File: src/logic/digital_lock_loop_ctrl_pkg.sv
// package for the digital lock loop control and divider block
// assumes one system clock; register port is 10-bit address, 8-bit data
package digital_lock_loop_ctrl_pkg;

	localparam int ADDR_W = 10;                 // register address width
	localparam int DATA_W = 8;                  // register data width
	localparam int FTW_W  = 48;                 // tuning word width
	localparam int FFD_W  = 16;                 // feedforward divider width

	// register offsets
	localparam logic [ADDR_W-1:0] OFS_RESET_PULSE = 10'h012;
	localparam logic [ADDR_W-1:0] OFS_PD_DIV      = 10'h023;
	localparam logic [ADDR_W-1:0] OFS_LOOP_CTRL   = 10'h100;
	localparam logic [ADDR_W-1:0] OFS_FF_LOW      = 10'h101;
	localparam logic [ADDR_W-1:0] OFS_FF_HIGH     = 10'h102;
	localparam logic [ADDR_W-1:0] OFS_FF_PRESCALE = 10'h103;
	localparam logic [ADDR_W-1:0] OFS_EST_BASE    = 10'h115;
	localparam logic [ADDR_W-1:0] OFS_SLEW_BASE   = 10'h127;
	localparam logic [ADDR_W-1:0] OFS_TONE_BASE   = 10'h1A6;
	localparam int                WORD_BYTES      = 6;

	// field positions
	localparam int BIT_CLOSE     = 0;           // loop control
	localparam int BIT_POLARITY  = 1;
	localparam int BIT_SLEW      = 3;
	localparam int BIT_EST_DIS   = 4;
	localparam int BIT_TONE      = 5;
	localparam int BIT_PRESCALE  = 0;           // feedforward prescale reg
	localparam int BIT_FALLING   = 7;
	localparam int BIT_RST_CCI   = 1;           // self-clearing reset reg
	localparam int BIT_RST_LF    = 2;

	// phase detector divider scale
	localparam int PD_MULT = 4;

	// reset values
	localparam logic [3:0]       PD_DIV_RST = 4'h5;
	localparam logic [7:0]       CTRL_RST   = 8'h00;
	localparam logic [FFD_W-1:0] FFD_RST    = 16'h0000;

	// loop control bits as one carrier
	typedef struct packed {
		logic singleTone;
		logic estimatorDisable;
		logic slewEnable;
		logic polarity;
		logic closeLoop;
	} loop_ctrl_type;

	// loop operating mode
	typedef enum logic [1:0] {
		LOOP_OPEN   = 2'b00,
		LOOP_TONE   = 2'b01,
		LOOP_CLOSED = 2'b10
	} loop_mode_type;

endpackage : digital_lock_loop_ctrl_pkg

File: src/logic/digital_lock_loop_loop_control.sv
// loop control registers, phase detector divider, feedforward divider
// assumes reference pins asynchronous, feedback pulse on sys_clk
// Operation
// - detector sample clock is system clock / (4*field)
// - phase detector runs at half sample rate
// - single-tone bit outputs first tuning word open-loop
// - estimator fills estimate registers; bit four disables
// - bit zero closes loop, seeding from estimator
// - slew bit bounds tuning word change rate
// - polarity bit inverts loop response sign
// - divider is 16 bits, low byte first
// - divide ratio is value plus one
// - prescaler bit adds divide-by-two before divider
// - reset bits one, two clear integrator, filter
//
// Implementation choice: the strobed register port.
`timescale 1ns/10ps
`default_nettype none
module digital_lock_loop_loop_control
	import digital_lock_loop_ctrl_pkg::*;
(
	input  wire logic                      sys_clk,          // 125 MHz
	input  wire logic                      reset,            // async, high
	input  wire logic [digital_lock_loop_ctrl_pkg::ADDR_W-1:0] regAddr,   // reg address
	input  wire logic [digital_lock_loop_ctrl_pkg::DATA_W-1:0] regWrData, // write data
	input  wire logic                      regWrite,         // write strobe
	input  wire logic                      regRead,          // read strobe
	output logic [digital_lock_loop_ctrl_pkg::DATA_W-1:0] regRdData,      // read data
	input  wire logic                      referenceInputA,  // ref pin a
	input  wire logic                      referenceInputB,  // ref pin b
	input  wire logic                      referenceSelect,  // 1 = pin b
	input  wire logic                      feedbackPulse,    // fb divider
	output logic [digital_lock_loop_ctrl_pkg::FTW_W-1:0] tuningWord,      // to synth
	output logic                           feedforwardPulse, // divided ref
	output logic                           phaseDetectorTick,// pd strobe
	output logic                           loopClosed,       // mode closed
	output logic                           combIntegratorReset, // pulse
	output logic                           loopFilterReset   // pulse
);
	import digital_lock_loop_ctrl_pkg::*;

	// software registers
	logic [3:0]       pdDiv_r;                  // phase detector divider
	loop_ctrl_type    loopCtrl_r;               // loop control bits
	logic [FFD_W-1:0] ffDiv_r;                  // feedforward value
	logic             ffPrescale_r;             // extra divide-by-two
	logic             ffFalling_r;              // count falling edges
	logic [FTW_W-1:0] slewLimit_r;              // slew limit word
	logic [FTW_W-1:0] toneWord_r;               // first tuning word
	logic [FTW_W-1:0] estimate_r;               // frequency estimate

	// loop state
	loop_mode_type    mode_r;                   // operating mode
	logic [FTW_W-1:0] target_r;                 // loop filter integrator
	logic signed [15:0] phaseErr_r;             // comb integrator
	logic [FTW_W-1:0] periodCount_r;            // cycles since last pulse

	// access decode
	logic       wrHit;                          // any write
	logic [2:0] slewIdx;                        // byte within slew word
	logic [2:0] toneIdx;                        // byte within tone word
	logic [2:0] estIdx;                         // byte within estimate
	logic       inSlew;
	logic       inTone;
	logic       inEst;
	logic [DATA_W-1:0] rdNxt;                   // read mux

	assign wrHit   = regWrite;
	assign slewIdx = 3'(regAddr - OFS_SLEW_BASE);
	assign toneIdx = 3'(regAddr - OFS_TONE_BASE);
	assign estIdx  = 3'(regAddr - OFS_EST_BASE);
	assign inSlew  = (regAddr >= OFS_SLEW_BASE) &&
		(regAddr < OFS_SLEW_BASE + 10'(WORD_BYTES));
	assign inTone  = (regAddr >= OFS_TONE_BASE) &&
		(regAddr < OFS_TONE_BASE + 10'(WORD_BYTES));
	assign inEst   = (regAddr >= OFS_EST_BASE) &&
		(regAddr < OFS_EST_BASE + 10'(WORD_BYTES));

	// control register writes
	always_ff @(posedge sys_clk or posedge reset) begin
		if (reset) begin
			pdDiv_r      <= PD_DIV_RST;
			loopCtrl_r   <= '0;
			ffDiv_r      <= FFD_RST;
			ffPrescale_r <= 1'b0;
			ffFalling_r  <= 1'b0;
		end else if (wrHit) begin
			unique case (regAddr)
				OFS_PD_DIV: begin
					pdDiv_r <= regWrData[3:0];
				end
				OFS_LOOP_CTRL: begin
					loopCtrl_r.singleTone       <= regWrData[BIT_TONE];
					loopCtrl_r.estimatorDisable <= regWrData[BIT_EST_DIS];
					loopCtrl_r.slewEnable       <= regWrData[BIT_SLEW];
					loopCtrl_r.polarity         <= regWrData[BIT_POLARITY];
					loopCtrl_r.closeLoop        <= regWrData[BIT_CLOSE];
				end
				OFS_FF_LOW: begin
					ffDiv_r[7:0] <= regWrData;
				end
				OFS_FF_HIGH: begin
					ffDiv_r[15:8] <= regWrData;
				end
				OFS_FF_PRESCALE: begin
					ffPrescale_r <= regWrData[BIT_PRESCALE];
					ffFalling_r  <= regWrData[BIT_FALLING];
				end
				default: begin
				end
			endcase
		end
	end

	// multi-byte words, lowest address holds least significant byte
	always_ff @(posedge sys_clk or posedge reset) begin
		if (reset) begin
			slewLimit_r <= '0;
			toneWord_r  <= '0;
		end else if (wrHit) begin
			if (inSlew) begin
				slewLimit_r[slewIdx*8 +: 8] <= regWrData;
			end
			if (inTone) begin
				toneWord_r[toneIdx*8 +: 8] <= regWrData;
			end
		end
	end

	// self-clearing reset bits become one-cycle pulses
	always_ff @(posedge sys_clk or posedge reset) begin
		if (reset) begin
			combIntegratorReset <= 1'b0;
			loopFilterReset     <= 1'b0;
		end else begin
			combIntegratorReset <= wrHit && (regAddr == OFS_RESET_PULSE) &&
				regWrData[BIT_RST_CCI];
			loopFilterReset     <= wrHit && (regAddr == OFS_RESET_PULSE) &&
				regWrData[BIT_RST_LF];
		end
	end

	// read mux; the reset register always reads zero
	always_comb begin
		rdNxt = '0;
		if (inEst) begin
			rdNxt = estimate_r[estIdx*8 +: 8];
		end else if (inSlew) begin
			rdNxt = slewLimit_r[slewIdx*8 +: 8];
		end else if (inTone) begin
			rdNxt = toneWord_r[toneIdx*8 +: 8];
		end else begin
			unique case (regAddr)
				OFS_PD_DIV:      rdNxt = {4'h0, pdDiv_r};
				OFS_LOOP_CTRL:   rdNxt = {2'b00, loopCtrl_r.singleTone,
					loopCtrl_r.estimatorDisable, loopCtrl_r.slewEnable,
					1'b0, loopCtrl_r.polarity, loopCtrl_r.closeLoop};
				OFS_FF_LOW:      rdNxt = ffDiv_r[7:0];
				OFS_FF_HIGH:     rdNxt = ffDiv_r[15:8];
				OFS_FF_PRESCALE: rdNxt = {ffFalling_r, 6'h00, ffPrescale_r};
				default:         rdNxt = '0;
			endcase
		end
	end

	// read data stands only in the cycle after the strobe
	always_ff @(posedge sys_clk or posedge reset) begin
		if (reset) begin
			regRdData <= '0;
		end else begin
			regRdData <= regRead ? rdNxt : '0;
		end
	end

	// phase detector sample divider: ratio 4*field, zero taken as one
	logic [5:0] pdTerminal;                     // ratio minus one
	logic       sampleTick;                     // divided sampling clock
	logic       halfPhase_r;                    // halves the sample rate

	assign pdTerminal = (pdDiv_r == 4'h0) ? 6'(PD_MULT - 1) :
		6'(PD_MULT * pdDiv_r - 1);

	ratio_counter #(.WIDTH(6)) pdDivider (
		.sys_clk  (sys_clk),
		.reset    (reset),
		.advance  (1'b1),
		.terminal (pdTerminal),
		.tick     (sampleTick)
	);

	// every second sample strobes the phase detector
	always_ff @(posedge sys_clk or posedge reset) begin
		if (reset) begin
			halfPhase_r       <= 1'b0;
			phaseDetectorTick <= 1'b0;
		end else begin
			if (sampleTick) begin
				halfPhase_r <= !halfPhase_r;
			end
			phaseDetectorTick <= sampleTick && halfPhase_r;
		end
	end

	// reference pins: two flops each before anything looks at them
	logic [1:0] refASync_r;
	logic [1:0] refBSync_r;
	logic [1:0] selSync_r;
	logic       refLevel_r;                     // chosen, edge-polarised
	logic       refPrev_r;
	logic       refEdge;
	logic       preToggle_r;                    // prescaler phase
	logic       ffAdvance;

	always_ff @(posedge sys_clk or posedge reset) begin
		if (reset) begin
			refASync_r <= 2'b00;
			refBSync_r <= 2'b00;
			selSync_r  <= 2'b00;
			refLevel_r <= 1'b0;
			refPrev_r  <= 1'b0;
		end else begin
			refASync_r <= {refASync_r[0], referenceInputA};
			refBSync_r <= {refBSync_r[0], referenceInputB};
			selSync_r  <= {selSync_r[0], referenceSelect};
			refLevel_r <= (selSync_r[1] ? refBSync_r[1] : refASync_r[1]) ^
				ffFalling_r;
			refPrev_r  <= refLevel_r;
		end
	end

	// rising edge of the chosen, edge-polarised reference; limited to sys_clk/4 inputs
	assign refEdge   = refLevel_r && !refPrev_r;
	assign ffAdvance = refEdge && (!ffPrescale_r || preToggle_r);

	// divide-by-two prescaler ahead of the feedforward divider
	always_ff @(posedge sys_clk or posedge reset) begin
		if (reset) begin
			preToggle_r <= 1'b0;
		end else if (refEdge && ffPrescale_r) begin
			preToggle_r <= !preToggle_r;
		end
	end

	// value plus one edges per pulse, zero gives divide-by-one
	ratio_counter #(.WIDTH(FFD_W)) ffDivider (
		.sys_clk  (sys_clk),
		.reset    (reset),
		.advance  (ffAdvance),
		.terminal (ffDiv_r),
		.tick     (feedforwardPulse)
	);

	// frequency estimator: system cycles per divided reference period
	always_ff @(posedge sys_clk or posedge reset) begin
		if (reset) begin
			periodCount_r <= '0;
			estimate_r    <= '0;
		end else if (loopCtrl_r.estimatorDisable) begin
			periodCount_r <= '0;
		end else if (feedforwardPulse) begin
			estimate_r    <= periodCount_r;
			periodCount_r <= 48'h0000_0000_0001;
		end else begin
			periodCount_r <= periodCount_r + 1'b1;
		end
	end

	// mode: a closed loop outranks a tone left set by mistake
	always_ff @(posedge sys_clk or posedge reset) begin
		if (reset) begin
			mode_r <= LOOP_OPEN;
		end else begin
			unique case (mode_r)
				LOOP_OPEN, LOOP_TONE: begin
					if (loopCtrl_r.closeLoop) begin
						mode_r <= LOOP_CLOSED;
					end else if (loopCtrl_r.singleTone) begin
						mode_r <= LOOP_TONE;
					end else begin
						mode_r <= LOOP_OPEN;
					end
				end
				LOOP_CLOSED: begin
					if (!loopCtrl_r.closeLoop) begin
						mode_r <= LOOP_OPEN;
					end
				end
				default: begin
					mode_r <= LOOP_OPEN;
				end
			endcase
		end
	end

	assign loopClosed = (mode_r == LOOP_CLOSED);

	// comb integrator: net phase lead since the last detector strobe
	logic [FTW_W-1:0] errExt;                   // sign-extended error
	assign errExt = {{(FTW_W-16){phaseErr_r[15]}}, phaseErr_r};

	always_ff @(posedge sys_clk or posedge reset) begin
		if (reset) begin
			phaseErr_r <= '0;
		end else if (combIntegratorReset || phaseDetectorTick) begin
			phaseErr_r <= '0;
		end else begin
			phaseErr_r <= phaseErr_r + 16'(feedforwardPulse) -
				16'(feedbackPulse);
		end
	end

	// loop filter integrator feeding the tuning word
	logic closing;                              // entering closed mode
	assign closing = (mode_r != LOOP_CLOSED) && loopCtrl_r.closeLoop;

	always_ff @(posedge sys_clk or posedge reset) begin
		if (reset) begin
			target_r <= '0;
		end else if (loopFilterReset) begin
			target_r <= '0;
		end else if (closing) begin
			if (!loopCtrl_r.estimatorDisable) begin
				target_r <= estimate_r;
			end
		end else if (mode_r == LOOP_TONE) begin
			target_r <= toneWord_r;
		end else if (loopClosed && phaseDetectorTick) begin
			target_r <= loopCtrl_r.polarity ? target_r - errExt :
				target_r + errExt;
		end
	end

	slew_limiter #(.WIDTH(FTW_W)) outStage (
		.sys_clk (sys_clk),
		.reset   (reset),
		.enable  (loopCtrl_r.slewEnable),
		.step    (phaseDetectorTick),
		.target  (target_r),
		.limit   (slewLimit_r),
		.word    (tuningWord)
	);
endmodule : digital_lock_loop_loop_control
`default_nettype wire

File: src/logic/ratio_counter.sv
// modulo counter: one tick every terminal+1 advance cycles
// assumes advance comes from logic on sys_clk
`timescale 1ns/10ps
`default_nettype none
module ratio_counter #(
	parameter int WIDTH = 16                    // counter width
) (
	input  wire logic             sys_clk,      // system clock
	input  wire logic             reset,        // async reset, active high
	input  wire logic             advance,      // count one step
	input  wire logic [WIDTH-1:0] terminal,     // ratio minus one
	output logic                  tick          // one-cycle pulse
);
	logic [WIDTH-1:0] count_r;                  // position in the period

	// count up, wrap on terminal; a lowered terminal wraps at once
	always_ff @(posedge sys_clk or posedge reset) begin
		if (reset) begin
			count_r <= '0;
		end else if (advance) begin
			if (count_r >= terminal) begin
				count_r <= '0;
			end else begin
				count_r <= count_r + 1'b1;
			end
		end
	end

	// registered tick keeps the output period constant
	always_ff @(posedge sys_clk or posedge reset) begin
		if (reset) begin
			tick <= 1'b0;
		end else begin
			tick <= advance && (count_r >= terminal);
		end
	end
endmodule : ratio_counter
`default_nettype wire

File: src/logic/slew_limiter.sv
// tuning word output stage with optional rate bound
// assumes step is a single-cycle pulse on sys_clk
`timescale 1ns/10ps
`default_nettype none
module slew_limiter #(
	parameter int WIDTH = 48                    // word width
) (
	input  wire logic             sys_clk,      // system clock
	input  wire logic             reset,        // async reset, active high
	input  wire logic             enable,       // bound the rate
	input  wire logic             step,         // update moment
	input  wire logic [WIDTH-1:0] target,       // wanted word
	input  wire logic [WIDTH-1:0] limit,        // largest change per step
	output logic      [WIDTH-1:0] word          // output word
);
	logic [WIDTH-1:0] upDiff;                   // target above word
	logic [WIDTH-1:0] downDiff;                 // word above target

	assign upDiff   = target - word;
	assign downDiff = word - target;

	// follow target, or move toward it by at most limit
	always_ff @(posedge sys_clk or posedge reset) begin
		if (reset) begin
			word <= '0;
		end else if (!enable) begin
			word <= target;                     // no bound: follow at once
		end else if (step) begin
			if (target > word) begin
				word <= word + ((upDiff > limit) ? limit : upDiff);
			end else begin
				word <= word - ((downDiff > limit) ? limit : downDiff);
			end
		end
	end
endmodule : slew_limiter
`default_nettype wire

File: config.mk
export PLATFORM = sky130hd
export DESIGN_NAME = digital_lock_loop_loop_control
export DESIGN_NICKNAME = d
export VERILOG_FILES = /design/src/logic/digital_lock_loop_ctrl_pkg.sv /design/src/logic/digital_lock_loop_loop_control.sv /design/src/logic/ratio_counter.sv /design/src/logic/slew_limiter.sv
export SDC_FILE = /design/constraint.sdc
export NUM_CORES = 2
export LEC_CHECK = 0
export ABC_AREA = 1
export ABC_CLOCK_PERIOD_IN_PS = 24900
export BUFFER_PORTS_ARGS = -buffer_cell sky130_fd_sc_hd__buf_2
export CORE_MARGIN = 2
export CORE_UTILIZATION = 45
export DETAILED_ROUTE_END_ITERATION = 8
export SYNTH_ARGS = -nofsm -noshare
export SYNTH_HDL_FRONTEND = slang
export SYNTH_SLANG_ARGS = --single-unit
File: constraint.sdc
create_clock -name sys_clk -period 24.9 [get_ports sys_clk]
set_input_delay 1.245 -clock sys_clk [delete_from_list [all_inputs] [get_ports sys_clk]]
set_output_delay 1.245 -clock sys_clk [all_outputs]
set_load 0.05 [all_outputs]
# Yosys cells after proc, flatten, opt, wreduce, memory -nomap -nowiden
# Cells that the tools add are included.
# op_classes
magnitude_cmp,11
bitwise,2
reduce_logical,32
n_mux,29
eq_ne,12
mul,0
shift,7
div_mod_pow,0
add_sub_neg,17
# ops
cell,n
$mux W48,13
$sub A48 B48 Y48,4
$gt A48 B48 Y1,3
$shiftx A48 B7 Y8,3
$add A48 B48 Y48,2
$bwmux W48,2
$shift A8 B34 Y48 const A,2
$shiftx A8 B34 Y48,2
$neg A6 Y34,2
$add A48 B1 Y48 const B,1
$eq A10 B9 Y1 const B,4
$pmux W8 S5,1
$mux W16,2
$mux W8,4
$ge A10 B9 Y1 const B,3
$lt A10 B9 Y1 const B,3
$reduce_and A2 Y1,9
$add A16 B1 Y16,1
$add A16 B1 Y16 const B,1
$ge A16 B16 Y1,1
$sub A16 B1 Y16,1
$logic_and A1 B1 Y1,13
$mux W6,2
$eq A10 B5 Y1 const B,1
other kinds (20),30
# word_totals
inputBits,26
mem_count,0
latchBits,0
regBits,378
mem_bits_ro,0
output_inout_bits,61
ram_bits,0
elab_cells,143

# Logic depth before layout (Yosys ltp)
# logic_depth
ltp_word,7
depth_mapped,59
mapped_depth_nobuf,57

# Cells and area by module
# Synthesis repeated with hierarchy kept, for this count alone.
# unflattened
cells_unflattened,6497
hier_area_um2,40757.8
# modules_own_cells
module,instances,cells_each,area_each_um2,seq_area_each_um2
digital_lock_loop_loop_control,1,3168,21296.7,7659.8
slew_limiter,1,3088,17613.1,1201.2
ratio_counter (ffDivider),1,176,1331.3,425.4
ratio_counter (pdDivider),1,65,516.7,175.2

# Least setup slack after synthesis
# Ideal clock, no wire load.
# synth_path
kind,register to register
from,reg outStage.word[2]
to,reg outStage.word[35]
synth_period_minus_slack_ps,6320
setup_slack_ps,18580
arrival_ps,6185
required_ps,24765
stages_incl_launch_ff,35
setup_ps,135
n_path_buf,2
path_cell_list,dfrtp_1 -> inv_1 -> ha_1 -> buf_2 -> a21o_1 -> a31oi_1 -> o21ai_1 -> a21oi_1 -> o21ai_1 -> a21oi_1 -> xor2_1 -> ha_1 -> nand4_1 -> nor4_1 -> nor4b_1 -> nand3_1 -> nand2_1 -> clkbuf_1 -> nand2_1 -> o21ai_0 -> o21ai_0 -> ha_1 -> nand2_1 -> o21ai_0 -> a21oi_1 -> o21ai_0 -> a21oi_1 -> inv_1 -> a21oi_1 -> o31ai_1 -> nand2_1 -> nand2_1 -> a21oi_1 -> o21ai_0 -> o211ai_1
# synth_between
elab_chain_cells,7
word_cells_on_any_way,12
cone_classes,add/sub: 4; order compare: 3; mux: 5
# synth_rtl
item,line_no,source
from (decl),slew_limiter.sv:14,output logic [WIDTH-1:0] word
from (signal assigned),slew_limiter.sv:27,word <= target;
from (signal assigned),slew_limiter.sv:30,word <= word + ((upDiff > limit) ? limit : upDiff);
from (signal assigned),slew_limiter.sv:32,word <= word - ((downDiff > limit) ? limit : downDiff);
"$sub A48 B48 Y48, on equally long branches","slew_limiter.sv:20, slew_limiter.sv:19",
"$gt A48 B48 Y1, on equally long branches","slew_limiter.sv:32, slew_limiter.sv:30",
"$mux W48, on equally long branches","slew_limiter.sv:32, slew_limiter.sv:30",
$sub A48 B48 Y48 / $add A48 B48 Y48 (equally long branches),"slew_limiter.sv:32, slew_limiter.sv:30",
$mux W48 (*),slew_limiter.sv:29,if (target > word) begin
$mux W48 (*),slew_limiter.sv:28,end else if (step) begin
$mux W48 (*),slew_limiter.sv:26,end else if (!enable) begin
# Mark *: on every way between the ends. The rest lies on a longest branch, timed or not. The select of a mux whose other input is x is not followed.
# A chain may end at the register's enable or synchronous reset.

# Worst setup path in the final report
# layout_path
from,reg outStage.word[1]
to,reg outStage.word[47]
# Same word-level chain as after synthesis.

==> results.sh <==
export IMPL_synthTopCellsByCount="nand2_1 (1,443), inv_1 (886), o21ai_0 (506)"
export IMPL_root_buffer="clkbuf_16"
export IMPL_antenna_left=0
export IMPL_clock_sinks=378
export IMPL_multi_input_area_um2=23900
export IMPL_ys_ff_latch=378
export IMPL_crit_start="outStage.word[1]"
export IMPL_finalCritPeriodShare_pct=42.17
export IMPL_clock_latency_ns=0.62
export IMPL_cp_end_kind="flop"
export IMPL_min_from="selSync_r[0]"
export IMPL_drc_errors=0
export IMPL_setup_tns_ns=0
export IMPL_synth_warnings=0
export IMPL_rrSetupSlack_ns=14.40
export IMPL_grt_max_degree=100
export IMPL_setup_ws_ns=14.40
export IMPL_rsz0062_at_grt="no"
export IMPL_via_per_inst=5.766
export IMPL_cts_setup_buffers=0
export IMPL_hold_path_class="flop to flop"
export IMPL_clk_pin_slew_ns=0.06
export IMPL_cts_resized=0
export IMPL_dieArea_um2=85580
export IMPL_slowest_delay_ns=0.89
export IMPL_numCtsBuffers=46
export IMPL_skew_ns=0.02705
export IMPL_syn_nets=6141
export IMPL_vias=39670
export IMPL_cts_tree="done"
export IMPL_synth_cells=5759
export IMPL_drv_slew=0
export IMPL_slowest_stage="o21ai_0"
export IMPL_synth_seq_area_share_pct=25.25
export IMPL_drt_pass1_iter_count=6
export IMPL_cpMostUsedCell="nand2_1"
export IMPL_pre_cts_ws_ns=15.04
export IMPL_die_y_um=292.5
export IMPL_syn_cell_area_um2=37470
export IMPL_area_delta_synth_final_pct=8.002
export IMPL_dp_hpwl_um=141800
export IMPL_regToRegStartpoint="outStage.word[1]"
export IMPL_maxSlewHeadroom_pct=17.71
export IMPL_portBuffers=86
export IMPL_fin_cells=6880
export IMPL_synth_edf_count=0
export IMPL_synth_most_common_cell="nand2_1"
export IMPL_ys_flop_type="dfrtp_1"
export IMPL_coreArea_um2=82240
export IMPL_cap_violations=0
export IMPL_fill_cells=8763
export IMPL_initial_core_util_pct=45.56
export IMPL_period_minus_slack_ns=10.50
export IMPL_grt_total_usage_pct=39.10
export IMPL_final_seq_area_um2=9463
export IMPL_drt_iter0_drc=4181
export IMPL_gp_congestion=1.084
export IMPL_worst_pin_slew_ns=1.230
export IMPL_critPathLaunchType="flop"
export IMPL_cts_buffer_depth=3
export IMPL_critPathArrivalTime_ns=11.00
export IMPL_setup_viol=0
export IMPL_hold_buffers=0
export IMPL_utilization_pct=49.20
export IMPL_layout_drive_gt1_share_pct=5.854
export IMPL_antenna_found_initial=4
export IMPL_fmaxAchievable_mhz=95.23
export IMPL_gr_total_overflow=0
export IMPL_grt_pass1_wl_um=247200
export IMPL_netlist_top_cells_area="dfrtp_1 (25%), nand2_1 (14%), ha_1 (12%)"
export IMPL_yosysUniqueCellTypes=63
export IMPL_dp_cells=6792
export IMPL_path_class="flop to flop"
export IMPL_async_flop_share_pct=100.0
export IMPL_synth_top_area_share_pct=25.11
export IMPL_htree_levels=2
export IMPL_status="finished clean"
export IMPL_crit_required_ns=25.40
export IMPL_rows=105
export IMPL_yosys_area_top_type="dfrtp_1"
export IMPL_first_global_vias=37350
export IMPL_routedWlPerCell_um=24.77
export IMPL_ios=87
export IMPL_crit_fanout=50
export IMPL_synth_avg_cell_area_um2=6.506
export IMPL_hold_viol=0
export IMPL_die_x_um=292.5
export IMPL_routed_wl_um=170400
export IMPL_final_nets=6152
cell type report:
class | instances | share of cell area [%]
sequential | 378 | 23.39
clock buffer | 61 | 3.207
timing repair buffer | 121 | 1.719
multi-input combinational | 4307 | 59.08
inverter | 916 | 8.516
clock inverter | 25 | 0.7761
tap | 1070 | 3.309
antenna | 2 | 0.01237
cell families after synthesis:
family	after synthesis	synth area share, %
adders and majority gates	356	11.99
xor gates and xnor gates	174	4.068
muxes	1	0.02672
buffers and inverters	1074	11.00
and+or+nand+nor	2450	27.60
AOI/OAI and AO/OA	1326	20.06
DFF	378	25.25
cells in the final DEF (no fill, tap or decap), types with 33 or more instances in the layout:
master	netlist	layout
xor2_1	138	138
o211ai_1	63	63
a21oi_1	487	487
xnor2_1	36	36
clkbuf_16	0	46
nor2_2	32	34
nand4_1	55	55
a31oi_1	33	33
inv_1	886	883
nor2_1	455	452
nand2_2	32	34
o221ai_1	71	71
buf_2	18	85
ha_1	351	351
dfrtp_1	376	375
buf_4	11	36
nand3_1	276	276
nor3_1	60	60
nand2_1	1443	1441
o21ai_0	506	505
metrics by stage:
stage | cell area [um2] | hold WS, ns
global placement | 38850 | 0.3330
CTS | 40460 | 0.3387
global route | 40460 | 0.3560
finish | 40460 | 0.3372
detailed placement | 38850 | 0.3370
floorplan | 37470 | 0.3312
layer usage:
layer / global-route usage (%) / vias to the layer above / wire length (um)
li1: - / 19010 / -
met1: 49.59 / 18560 / 68990
met2: 61.73 / 1724 / 74500
met3: 7.064 / 367 / 13980
met4: 24.23 / 8 / 12830
met5: 0 / - / 94
worst paths after layout:
check,endpoint,cells after the start
worst min register to register,selSync_r[1],0
worst max register to register,outStage.word[47],42
min in group asynchronous,periodCount_r[11],2
max in group asynchronous,loopCtrl_r[2],6
worst min-delay path,selSync_r[1],0
worst max-delay path,outStage.word[47],42
flip-flops by register name (all words and copies together), names as in the netlist, 2 cells and up:
register,cells
toneWord_r,48
estimate_r,48
ffDiv_r,16
slewLimit_r,48
pdDivider.count_r,6
loopCtrl_r,5
pdDiv_r,4
ffDivider.count_r,16
refASync_r,2
selSync_r,2
phaseErr_r,16
regRdData,8
refBSync_r,2
mode_r,2
outStage.word,48
periodCount_r,48
target_r,48
critical path, delay by kind of cell, from the launching register on:
family | cells | cell delay (ns)
AND/OR/NAND/NOR | 27 | 4.87
AO/OA/AOI/OAI | 5 | 2.36
adder cells (fa/ha/maj) | 3 | 1.31
buffers and inverters | 5 | 0.66
XOR/XNOR | 2 | 0.59
flip-flops | 1 | 0.54
Power is left out: the tool's default activity adds up to more than one toggle a clock period on the data nets, which glitch-free logic cannot reach.
